==> src/tdc_regs_params.svh <==
// Register offsets, field positions, reset values and sizes of the bank.
`ifndef TDC_REGS_PARAMS_SVH
`define TDC_REGS_PARAMS_SVH
`define ADDR_START_GATING   4'h5
`define ADDR_FIFO_THRESHOLD 4'h6
`define ADDR_PLL_TIMER      4'h7
`define ADDR_RESULT_ONE     4'h8
`define ADDR_RESULT_TWO     4'h9
`define ADDR_FIRST_GAP      4'ha
`define ADDR_BUS_WIDTH      4'he
`define BIT_HALF_WIDTH_MODE 4
`define HALF_WORD_BITS      16
`define UPPER_WORD_BITS     12
`define CONFIG_RESET        108'h0
`define RESULT_FIFO_DEPTH   32
`define BUS_DATA_BITS       28
`endif

==> src/placeholder_unused.sv <==
`timescale 1ns/1ns

==> src/tdc_regs_pkg.sv <==
// Types shared by the register bank, its checker, host model and bench.
package tdc_regs_pkg;
	typedef enum logic [1:0] {
		MODE_EIGHT_CHANNEL,
		MODE_TWO_CHANNEL_FINE,
		MODE_TWO_CHANNEL,
		MODE_SINGLE_SHOT
	} meas_mode_t;

	typedef struct packed {
		logic [22:0] interval;
		logic        edge_direction;
		logic [7:0]  start_number;
		logic [1:0]  channel_index;
	} hit_t;

	typedef struct packed {
		logic        chip_select_n;
		logic        read_n;
		logic        write_n;
		logic [3:0]  address;
		logic [27:0] data;
	} bus_pins_t;

	typedef struct packed {
		logic [17:0] start_offset_primary;
		logic [2:0]  service_adjust_bits;
		logic        stop_gate_until_start;
		logic        start_gate_after_start;
		logic        full_reset_on_trigger_pin;
		logic        part_reset_on_trigger_pin;
		logic        full_reset_on_output_enable_pin;
		logic        part_reset_on_output_enable_pin;
		logic        external_start_repeat;
		logic [7:0]  fifo_fill_threshold;
		logic [17:0] start_offset_secondary;
		logic        differential_input_routing;
		logic        differential_receiver_power;
		logic [7:0]  pll_fast_divider;
		logic [2:0]  pll_reference_divider;
		logic        resolution_regulation_on;
		logic        pll_phase_invert;
		logic        pll_loop_open;
		logic        pll_service_bit;
		logic [12:0] measurement_timer;
		logic        half_width_bus_mode;
		logic [22:0] spare;
	} config_t;
endpackage

==> src/tdc_config_readout_registers.sv <==
// Register bank with result queues of the time-to-digital converter.
//
// How it works
// - two 18-bit start offsets in words five, six
// - stop inputs gated until a start arrives
// - start gated after first start, not eight-channel
// - trigger pin high gives full reset, unless quiet
// - trigger pin high gives partial reset, unless quiet
// - output enable low gives full reset, pin spare
// - output enable low gives partial reset, pin spare
// - word six low byte sets level flag threshold
// - threshold reads back inverted, other bits unchanged
// - eight-channel stop routing select bit stored, driven
// - differential receiver power bit stored, driven
// - PLL fast divider in word seven bits 0-7
// - PLL reference divider in bits 8-10
// - resolution regulation enable in bit 11
// - phase invert, loop open, service bit zero
// - measurement timer in bits 15-27
// - word fourteen bit four selects half-width bus
// - eight-channel result word field layout
// - first start gap returned in word ten, eight-channel only
// - two-channel result layouts with or without slope
`timescale 1ns/1ns
`include "tdc_regs_params.svh"

module result_queue #(
	parameter int WIDTH = `BUS_DATA_BITS,
	parameter int DEPTH = `RESULT_FIFO_DEPTH
) (
	// Clock and reset.
	input  wire logic                   clock,
	input  wire logic                   resetn,
	input  wire logic                   flush,
	// Filling side.
	input  wire logic                   in_valid,
	output logic                        in_ready,
	input  wire logic [WIDTH-1:0]       in_data,
	// Draining side.
	output logic                        out_valid,
	input  wire logic                   out_ready,
	output logic [WIDTH-1:0]            out_data,
	output logic [$clog2(DEPTH):0]      fill
);
	localparam int PW = $clog2(DEPTH);

	typedef struct packed {
		logic [DEPTH-1:0][WIDTH-1:0] mem;
		logic [PW-1:0]               wr_ptr;
		logic [PW-1:0]               rd_ptr;
		logic [PW:0]                 count;
		logic                        full;
	} queue_state_t;

	queue_state_t state;
	queue_state_t next_state;
	logic         push;
	logic         pop;

	initial begin
		if (DEPTH < 2 || (1 << PW) != DEPTH)
			$error("result_queue depth must be a power of two");
	end

	assign in_ready  = !state.full;
	assign out_valid = state.count != '0;
	assign out_data  = state.mem[state.rd_ptr];
	assign fill      = state.count;

	always_comb begin
		next_state = state;
		push = in_valid && !state.full;
		pop  = out_ready && out_valid;
		if (push) begin
			next_state.mem[state.wr_ptr] = in_data;
			next_state.wr_ptr = state.wr_ptr + 1'b1;
		end
		if (pop)
			next_state.rd_ptr = state.rd_ptr + 1'b1;
		if (push && !pop)
			next_state.count = state.count + 1'b1;
		else if (pop && !push)
			next_state.count = state.count - 1'b1;
		next_state.full = next_state.count == (PW+1)'(DEPTH);
		if (flush) begin
			next_state.wr_ptr = '0;
			next_state.rd_ptr = '0;
			next_state.count  = '0;
			next_state.full   = 1'b0;
		end
	end

	always_ff @(posedge clock) begin
		if (!resetn) begin
			state <= '0;
		end else begin
			state <= next_state;
		end
	end
endmodule

module tdc_config_readout_registers #(
	parameter int FIFO_DEPTH = `RESULT_FIFO_DEPTH
) (
	// Clock and reset.
	input  wire logic                   clock,
	input  wire logic                   resetn,
	// Asynchronous parallel bus pins.
	input  wire tdc_regs_pkg::bus_pins_t bus_pins,
	output logic [27:0]                 data_out,
	output logic                        data_oe,
	// Reset request pins.
	input  wire logic                   alu_trigger_pin,
	input  wire logic                   output_enable_pin,
	// Measurement core status.
	input  wire tdc_regs_pkg::meas_mode_t meas_mode,
	input  wire logic                   quiet_mode,
	input  wire logic                   output_enable_pin_spare,
	input  wire logic                   start_pulse,
	input  wire logic [16:0]            first_start_gap,
	// Result streams from the measurement core.
	input  wire tdc_regs_pkg::hit_t     hit_one,
	input  wire logic                   hit_one_valid,
	output logic                        hit_one_ready,
	input  wire tdc_regs_pkg::hit_t     hit_two,
	input  wire logic                   hit_two_valid,
	output logic                        hit_two_ready,
	// Configuration and control towards the core.
	output tdc_regs_pkg::config_t       config_out,
	output logic                        stop_inputs_enabled,
	output logic                        start_input_enabled,
	output logic                        full_reset,
	output logic                        part_reset,
	output logic [1:0]                  fifo_level_flag,
	output logic [1:0]                  fifo_empty
);
	import tdc_regs_pkg::*;

	localparam int FW = $clog2(FIFO_DEPTH);

	typedef struct packed {
		bus_pins_t   bus_a;
		bus_pins_t   bus_b;
		logic [1:0]  trig_a;
		logic [1:0]  trig_b;
		logic        prev_read_n;
		logic        prev_write_n;
		config_t     cfg;
		logic [27:0] read_word;
		logic [3:0]  read_addr;
		logic        read_half;
		logic [15:0] write_low;
		logic        write_half;
		logic [27:0] data_out;
		logic        data_oe;
		logic [1:0]  pop;
		logic        start_seen;
		logic        stop_enable;
		logic        start_enable;
		logic        full_reset;
		logic        part_reset;
		logic [1:0]  level_flag;
		logic [1:0]  empty;
	} bank_state_t;

	bank_state_t        state;
	bank_state_t        next_state;
	logic [27:0]        queue_in [2];
	logic [27:0]        queue_out [2];
	logic [1:0]         queue_valid;
	logic [FW:0]        queue_fill [2];

	initial begin
		if (FIFO_DEPTH < 2 || FIFO_DEPTH > 255)
			$error("FIFO_DEPTH must lie between 2 and 255");
	end

	function automatic logic [27:0] format_hit(meas_mode_t m, hit_t h);
		unique case (m)
			MODE_EIGHT_CHANNEL:
				format_hit = {h.channel_index, h.start_number,
					h.edge_direction, h.interval[16:0]};
			MODE_TWO_CHANNEL_FINE:
				format_hit = {5'h0, h.edge_direction, h.interval[21:0]};
			default:
				format_hit = {5'h0, h.interval};
		endcase
	endfunction

	function automatic logic [27:0] read_mux(bank_state_t s,
		logic [3:0] a, logic [1:0] v, logic [27:0] q0, logic [27:0] q1,
		meas_mode_t m, logic [16:0] gap);
		read_mux = 28'h0;
		unique case (a)
			`ADDR_START_GATING:
				read_mux = {s.cfg.external_start_repeat,
					s.cfg.part_reset_on_output_enable_pin,
					s.cfg.full_reset_on_output_enable_pin,
					s.cfg.part_reset_on_trigger_pin,
					s.cfg.full_reset_on_trigger_pin,
					s.cfg.start_gate_after_start,
					s.cfg.stop_gate_until_start,
					s.cfg.service_adjust_bits,
					s.cfg.start_offset_primary};
			`ADDR_FIFO_THRESHOLD:
				read_mux = {s.cfg.differential_receiver_power,
					s.cfg.differential_input_routing,
					s.cfg.start_offset_secondary,
					~s.cfg.fifo_fill_threshold};
			`ADDR_PLL_TIMER:
				read_mux = {s.cfg.measurement_timer,
					s.cfg.pll_service_bit, s.cfg.pll_loop_open,
					s.cfg.pll_phase_invert,
					s.cfg.resolution_regulation_on,
					s.cfg.pll_reference_divider,
					s.cfg.pll_fast_divider};
			`ADDR_RESULT_ONE:
				read_mux = v[0] ? q0 : 28'h0;
			`ADDR_RESULT_TWO:
				read_mux = v[1] ? q1 : 28'h0;
			`ADDR_FIRST_GAP:
				read_mux = (m == MODE_EIGHT_CHANNEL) ? {11'h0, gap} : 28'h0;
			`ADDR_BUS_WIDTH:
				read_mux = {23'h0, s.cfg.half_width_bus_mode, 4'h0};
			default:
				read_mux = 28'h0;
		endcase
	endfunction

	// Field writes of one committed word; service bits are kept as written.
	function automatic config_t write_word(config_t c, logic [3:0] a,
		logic [27:0] d);
		write_word = c;
		unique case (a)
			`ADDR_START_GATING: begin
				write_word.start_offset_primary            = d[17:0];
				write_word.service_adjust_bits             = d[20:18];
				write_word.stop_gate_until_start           = d[21];
				write_word.start_gate_after_start          = d[22];
				write_word.full_reset_on_trigger_pin       = d[23];
				write_word.part_reset_on_trigger_pin       = d[24];
				write_word.full_reset_on_output_enable_pin = d[25];
				write_word.part_reset_on_output_enable_pin = d[26];
				write_word.external_start_repeat           = d[27];
			end
			`ADDR_FIFO_THRESHOLD: begin
				write_word.fifo_fill_threshold         = d[7:0];
				write_word.start_offset_secondary      = d[25:8];
				write_word.differential_input_routing  = d[26];
				write_word.differential_receiver_power = d[27];
			end
			`ADDR_PLL_TIMER: begin
				write_word.pll_fast_divider         = d[7:0];
				write_word.pll_reference_divider    = d[10:8];
				write_word.resolution_regulation_on = d[11];
				write_word.pll_phase_invert         = d[12];
				write_word.pll_loop_open            = d[13];
				write_word.pll_service_bit          = d[14];
				write_word.measurement_timer        = d[27:15];
			end
			`ADDR_BUS_WIDTH:
				write_word.half_width_bus_mode = d[`BIT_HALF_WIDTH_MODE];
			default:
				write_word = c;
		endcase
	endfunction

	assign queue_in[0] = format_hit(meas_mode, hit_one);
	assign queue_in[1] = format_hit(meas_mode, hit_two);

	result_queue #(
		.WIDTH (`BUS_DATA_BITS),
		.DEPTH (FIFO_DEPTH)
	) queue_one (
		.clock     (clock),
		.resetn    (resetn),
		.flush     (state.full_reset),
		.in_valid  (hit_one_valid),
		.in_ready  (hit_one_ready),
		.in_data   (queue_in[0]),
		.out_valid (queue_valid[0]),
		.out_ready (state.pop[0]),
		.out_data  (queue_out[0]),
		.fill      (queue_fill[0])
	);

	result_queue #(
		.WIDTH (`BUS_DATA_BITS),
		.DEPTH (FIFO_DEPTH)
	) queue_two (
		.clock     (clock),
		.resetn    (resetn),
		.flush     (state.full_reset),
		.in_valid  (hit_two_valid),
		.in_ready  (hit_two_ready),
		.in_data   (queue_in[1]),
		.out_valid (queue_valid[1]),
		.out_ready (state.pop[1]),
		.out_data  (queue_out[1]),
		.fill      (queue_fill[1])
	);

	always_comb begin
		logic        rd_fall;
		logic        wr_rise;
		logic [27:0] word;
		logic        is_result;
		next_state = state;
		rd_fall = 1'b0;
		wr_rise = 1'b0;
		word = 28'h0;
		is_result = 1'b0;
		// Pins pass two flops; only the second stage is looked at.
		next_state.bus_a  = bus_pins;
		next_state.bus_b  = state.bus_a;
		next_state.trig_a = {alu_trigger_pin, output_enable_pin};
		next_state.trig_b = state.trig_a;
		next_state.prev_read_n  = state.bus_b.read_n;
		next_state.prev_write_n = state.bus_b.write_n;
		next_state.pop = 2'b00;
		rd_fall = state.prev_read_n && !state.bus_b.read_n &&
			!state.bus_b.chip_select_n;
		wr_rise = !state.prev_write_n && state.bus_b.write_n &&
			!state.bus_b.chip_select_n;
		next_state.data_oe = !state.bus_b.chip_select_n &&
			!state.bus_b.read_n;

		// halves pair low first, then high.
		if (rd_fall) begin
			if (state.cfg.half_width_bus_mode && state.read_half) begin
				next_state.data_out  = {16'h0, state.read_word[27:16]};
				next_state.read_half = 1'b0;
				is_result = state.read_addr == `ADDR_RESULT_ONE ||
					state.read_addr == `ADDR_RESULT_TWO;
			end else begin
				word = read_mux(state, state.bus_b.address, queue_valid,
					queue_out[0], queue_out[1], meas_mode, first_start_gap);
				next_state.read_word = word;
				next_state.read_addr = state.bus_b.address;
				if (state.cfg.half_width_bus_mode) begin
					next_state.data_out  = {12'h0, word[15:0]};
					next_state.read_half = 1'b1;
				end else begin
					next_state.data_out = word;
					is_result = state.bus_b.address == `ADDR_RESULT_ONE ||
						state.bus_b.address == `ADDR_RESULT_TWO;
				end
			end
			if (is_result)
				next_state.pop = {next_state.read_addr[0],
					!next_state.read_addr[0]};
		end

		if (wr_rise) begin
			if (state.cfg.half_width_bus_mode && !state.write_half) begin
				next_state.write_low  = state.bus_b.data[15:0];
				next_state.write_half = 1'b1;
			end else if (state.cfg.half_width_bus_mode) begin
				next_state.write_half = 1'b0;
				next_state.cfg = write_word(state.cfg, state.bus_b.address,
					{state.bus_b.data[11:0], state.write_low});
			end else begin
				next_state.cfg = write_word(state.cfg, state.bus_b.address,
					state.bus_b.data);
			end
		end

		// full reset from trigger pin or output enable pin.
		next_state.full_reset =
			(state.trig_b[1] && state.cfg.full_reset_on_trigger_pin &&
			 !quiet_mode) ||
			(!state.trig_b[0] && output_enable_pin_spare &&
			 state.cfg.full_reset_on_output_enable_pin);
		// partial reset from trigger pin or output enable pin.
		next_state.part_reset =
			(state.trig_b[1] && state.cfg.part_reset_on_trigger_pin &&
			 !quiet_mode) ||
			(!state.trig_b[0] && output_enable_pin_spare &&
			 state.cfg.part_reset_on_output_enable_pin);

		// A start in the same cycle as a reset still counts.
		if (state.full_reset || state.part_reset)
			next_state.start_seen = 1'b0;
		if (start_pulse)
			next_state.start_seen = 1'b1;
		next_state.stop_enable = !(state.cfg.stop_gate_until_start &&
			!next_state.start_seen);
		next_state.start_enable = !(state.cfg.start_gate_after_start &&
			next_state.start_seen && meas_mode != MODE_EIGHT_CHANNEL);

		for (int i = 0; i < 2; i++) begin
			next_state.level_flag[i] = 8'(queue_fill[i]) >=
				state.cfg.fifo_fill_threshold;
			next_state.empty[i] = !queue_valid[i];
		end
	end

	always_ff @(posedge clock) begin
		if (!resetn) begin
			state <= '0;
			state.prev_read_n  <= 1'b1;
			state.prev_write_n <= 1'b1;
			state.bus_a <= {3'b111, 32'h0};
			state.bus_b <= {3'b111, 32'h0};
			state.trig_a <= 2'b01;
			state.trig_b <= 2'b01;
			state.cfg <= `CONFIG_RESET;
			state.stop_enable  <= 1'b1;
			state.start_enable <= 1'b1;
			state.empty <= 2'b11;
		end else begin
			state <= next_state;
		end
	end

	assign data_out            = state.data_out;
	assign data_oe             = state.data_oe;
	assign config_out          = state.cfg;
	assign stop_inputs_enabled = state.stop_enable;
	assign start_input_enabled = state.start_enable;
	assign full_reset          = state.full_reset;
	assign part_reset          = state.part_reset;
	assign fifo_level_flag     = state.level_flag;
	assign fifo_empty          = state.empty;
endmodule

==> config.mk <==
export PLATFORM = sky130hd
export DESIGN_NAME = tdc_config_readout_registers
export DESIGN_NICKNAME = d
export VERILOG_FILES = /design/src/placeholder_unused.sv /design/src/tdc_regs_pkg.sv /design/src/tdc_config_readout_registers.sv
export VERILOG_INCLUDE_DIRS = /design/src
export SDC_FILE = /design/constraint.sdc
export NUM_CORES = 2
export LEC_CHECK = 0
export ABC_CLOCK_PERIOD_IN_PS = 2700
export BUFFER_PORTS_ARGS = -buffer_cell sky130_fd_sc_hd__buf_2
export CAP_MARGIN = 0
export CORE_ASPECT_RATIO = 1.4
export CORE_UTILIZATION = 60
export DETAILED_ROUTE_END_ITERATION = 10
export PLACE_DENSITY_LB_ADDON = 0.1
export RECOVER_POWER = 100
export REMOVE_ABC_BUFFERS = 1
export SYNTH_ARGS = -nofsm -noshare
export SYNTH_HDL_FRONTEND = slang
export SYNTH_SLANG_ARGS = --single-unit
==> constraint.sdc <==
create_clock -name clock -period 2.7 [get_ports clock]
set_input_delay 0.54 -clock clock [delete_from_list [all_inputs] [get_ports clock]]
set_output_delay 0.54 -clock clock [all_outputs]
set_load 0.05 [all_outputs]
==> metrics.md <==
| Metric | Value |
|---|---|
| Clock sinks | around 2.1k |
| Initial drt markers | approximately 7.9k |
| DRC Markers | 0 |
| Max Fclk | around 360 MHz |
| Crit-path cells | clkbuf_1, nor3b_1, nand2_1, clkbuf_2, nand2_1, a21boi_0 |
| Tot GR Track Use | 0.405 |
| Final setup violating endpoints | 52 |
| Fin crit period | between 2 and 3 ns |
| FF-to-FF setup slack | -0.07 ns |
| Routed Wire Length | 323 mm |
| Routed WL per cell | 25.4 um |
| Pwr/cell area | 593 nW/um^2 |
| H-tree depth | 4 |
| I/O pin cnt | around 280 |
| Vias | around 80k |
| Final GP Congestion | between 1 and 1.5 |
| Status | finished with violations |
| Worst slack, placed | -0.480 ns |
| Slowest cell delay on critical path | slightly above 0.7 ns |
| #FFs+latches synth | ~2.1k |
| RSZ-0062 raised after global routing | yes |
| Area Growth Syn to Fin | 12.7% |
| HPWL after detailed placement | 219 mm |
| Seq/Total Area, Yosys | 0.444 |
| Post-route cell area | 105000 sq um |
| Worst Path Required | 3.42 ns |
| CP dominant cell by count | nand2_1 |
| Vias in the first global route | approximately 76k |
| Utilization after layout | 0.682 |
| Area post-placement | 98500 sq um |
| Crit Path Max Fanout | 18 |
| Share of layout cells above drive strength 1 | 0.142 |
| Nets | approximately 11k |
| Hold WS | ~0.041 ns |
| Yosys Warn Count | 0 |
| Clk pin slew, worst setup/hold paths | around 0.060 ns |
| Antenna Violating Nets Remaining | 0 |
| Number of synthesized flops with an enable pin | 0 |
| DRT Pass-1 Iters | 6 |
| CTS tree | yes |
| Yosys top cell area share | 0.444 |
| Failing checks | max-capacitance violations, max-slew violations, negative setup slack |
| Synth async-reset ratio | 0 |
| Most instantiated cells after synthesis | 3262 x nand2_1, 2061 x dfxtp_1, 1175 x a21boi_0, 788 x clkbuf_1 |
| Cell count after synthesis | around 10k |
| CTS buffer count | between 150 and 200 |
| Antenna violations before repair | 25 |
| Post-route clock skew | ~0.034 ns |
| Post-synth top flop | dfxtp_1 |
| Row count | 170 |
| VDD IR-drop max | 0.669 mV |
| Die Span Y | 467 um |
| Yosys cell types | ~80 |
| Rel. slew slack | -0.346 |
| Worst-margin pin slew | a little over 2 ns |
| Grt total ovfl | 0 |
| Longest Clk Path Bufs | 3 |
| CP endpoint kind | flop |
| PnR worst setup slack | -0.0677 ns |
| Most area-consuming cells after synthesis | dfxtp_1 44%, nand2_1 13%, a21boi_0 9.5%, mux4_2 7.5%, o211a_1 4.4% |
| Initial core utilization | 0.605 |
| Worst skew pair latency | around 0.85 ns |
| Cell taking the most area after synthesis | dfxtp_1 |
| First-pass GRT wire length | 476 mm |
| Via/cell ratio | ~6 |
| Arr. time, crit path | 3.49 ns |
| Die area | 156000 sq um |
| Total power | 62.0 mW |
| CP max stage cell | clkbuf_1 |
| Most common cell in the netlist | nand2_1 |
| Core Box Area | about 150000 sq um |
| Tcrit/Tclk final | 1.03 |
| Critical path startpoint category | flop |
| Root Driver | clkbuf_16 |
| Leakage | between 30 and 40 nW |
| Average size of a mapped cell | between 8 and 9 sq um |
| Mapped cell area | approximately 93000 sq um |
| Critical path class | flop to flop |
| Max Transition Viols Final | ~380 |
| Hold Crit Class | input pin to flop |
| Buffers on Ports | between 200 and 300 |
| Fillers | 12.3k |
| Largest net degree at the start of global routing | 195 |
| Fin. Hold Viols | 0 |
| Number of max-cap violations | 3 |
| Die Wd | about 330 um |
[state kept, by name, summed over array words and instances, names as in the netlist]
name and count:
queue_two.fill 6, data_out 28, data_oe 1, stop_inputs_enabled 1
config_out 85, start_input_enabled 1, fifo_level_flag 2, fifo_empty 2
full_reset 1, state 74, queue_one.fill 6, next_state 39
part_reset 1, queue_two.state 907, queue_one.state 907
[logic make-up (layout without fill, tap and decap cells)]
family                     after synthesis  count (layout)  share of synthesized area
buffers and inverters                 1084            1299                     0.0548
AOI/OAI and AO/OA                     2436            2436                      0.195
xor gates and xnor gates                22              22                    0.00208
DFF                                   2061            2061                      0.444
and+or+nand+nor                       4027            4027                      0.179
adders and majority gates               28              28                    0.00377
other                                    1              30                  0.0000404
muxes                                  731             731                      0.121
[stage by stage]
| stage | TNS (ns) | cells |
|---|---|---|
| floorplan | -818.15 | 9349 |
| global placement | -2.45 | 12300 |
| detailed placement | -2.69 | 12300 |
| CTS | -0.0359 | 12700 |
| global route | -2.41 | 12700 |
| finish | -1.14 | 12700 |
[worst max-delay path, delay by kind of cell (launching register included)]
| kind | cells | cell delay (ns) |
|---|---|---|
| AOI/OAI and AO/OA | 1 | 0.10 |
| DFF | 1 | 0.47 |
| and+or+nand+nor | 3 | 0.83 |
| buffers and inverters | 2 | 1.20 |
[report_power, final]
part / switching (mW) / internal (mW) / total (mW)
registers: 0.128 / 30.6 / 30.7
clock network: 12.1 / 16.2 / 28.3
logic: 2.06 / 0.948 / 3.01
total: 14.3 / 47.7 / 62.0
[routing by layer]
metal,vias up,track usage,share of wire
li1,35400,-,-
met1,37800,0.459,0.35
met4,18,0.314,0.087
met3,1072,0.0914,0.093
met5,-,0,0.00032
met2,3671,0.663,0.47
[path summary, 6_finish.rpt]
kind,from,endpoint,depth (start not counted)
worst min-delay path,first_start_gap[14],data_out[14],3
worst min register to register,next_state[200],state[200],1
worst max-delay path,queue_one.state[14],queue_one.state[217],6
worst max register to register,queue_one.state[14],queue_one.state[217],6
[layout make-up]
type | count | area [sq um] | area share
multi-input combinational | 7267 | 47000 | 0.450
sequential | 2061 | 41300 | 0.395
timing repair buffer | 926 | 7080 | 0.0677
clock buffer | 287 | 5810 | 0.0556
tap | 2064 | 2580 | 0.0247
clock inverter | 65 | 712 | 0.00681
inverter | 21 | 78.8 | 0.000753
antenna | 7 | 17.5 | 0.000167
[what timing repair did]
action | CTS | global route
setup buffers | 7 | 3
hold buffers | 36 | 0
hold endpoints to repair | 36 | 0
cloned | 1 | 1
pin swaps | 5 | 10
endpoints found under the setup margin | 18 | 30
gates resized for setup | 31 | 50
[cells in the final DEF, fill, tap and decap left out, types with 46 or more instances in the layout]
cell type     n
nand2_1    3261
and2_0      212
and2_1      194
o21ai_0     407
buf_4       360
clkbuf_2     99
buf_12       82
dfxtp_1    2049
clkbuf_16   202
a21boi_0   1175
nor2_1      142
a21oi_1      85
a22oi_1      52
o22ai_1      81
clkbuf_8     46
clkbuf_1    195
o211a_1     405
mux4_2      309
buf_2       139
mux2i_1     362
Power figures use the tool's default switching activity.
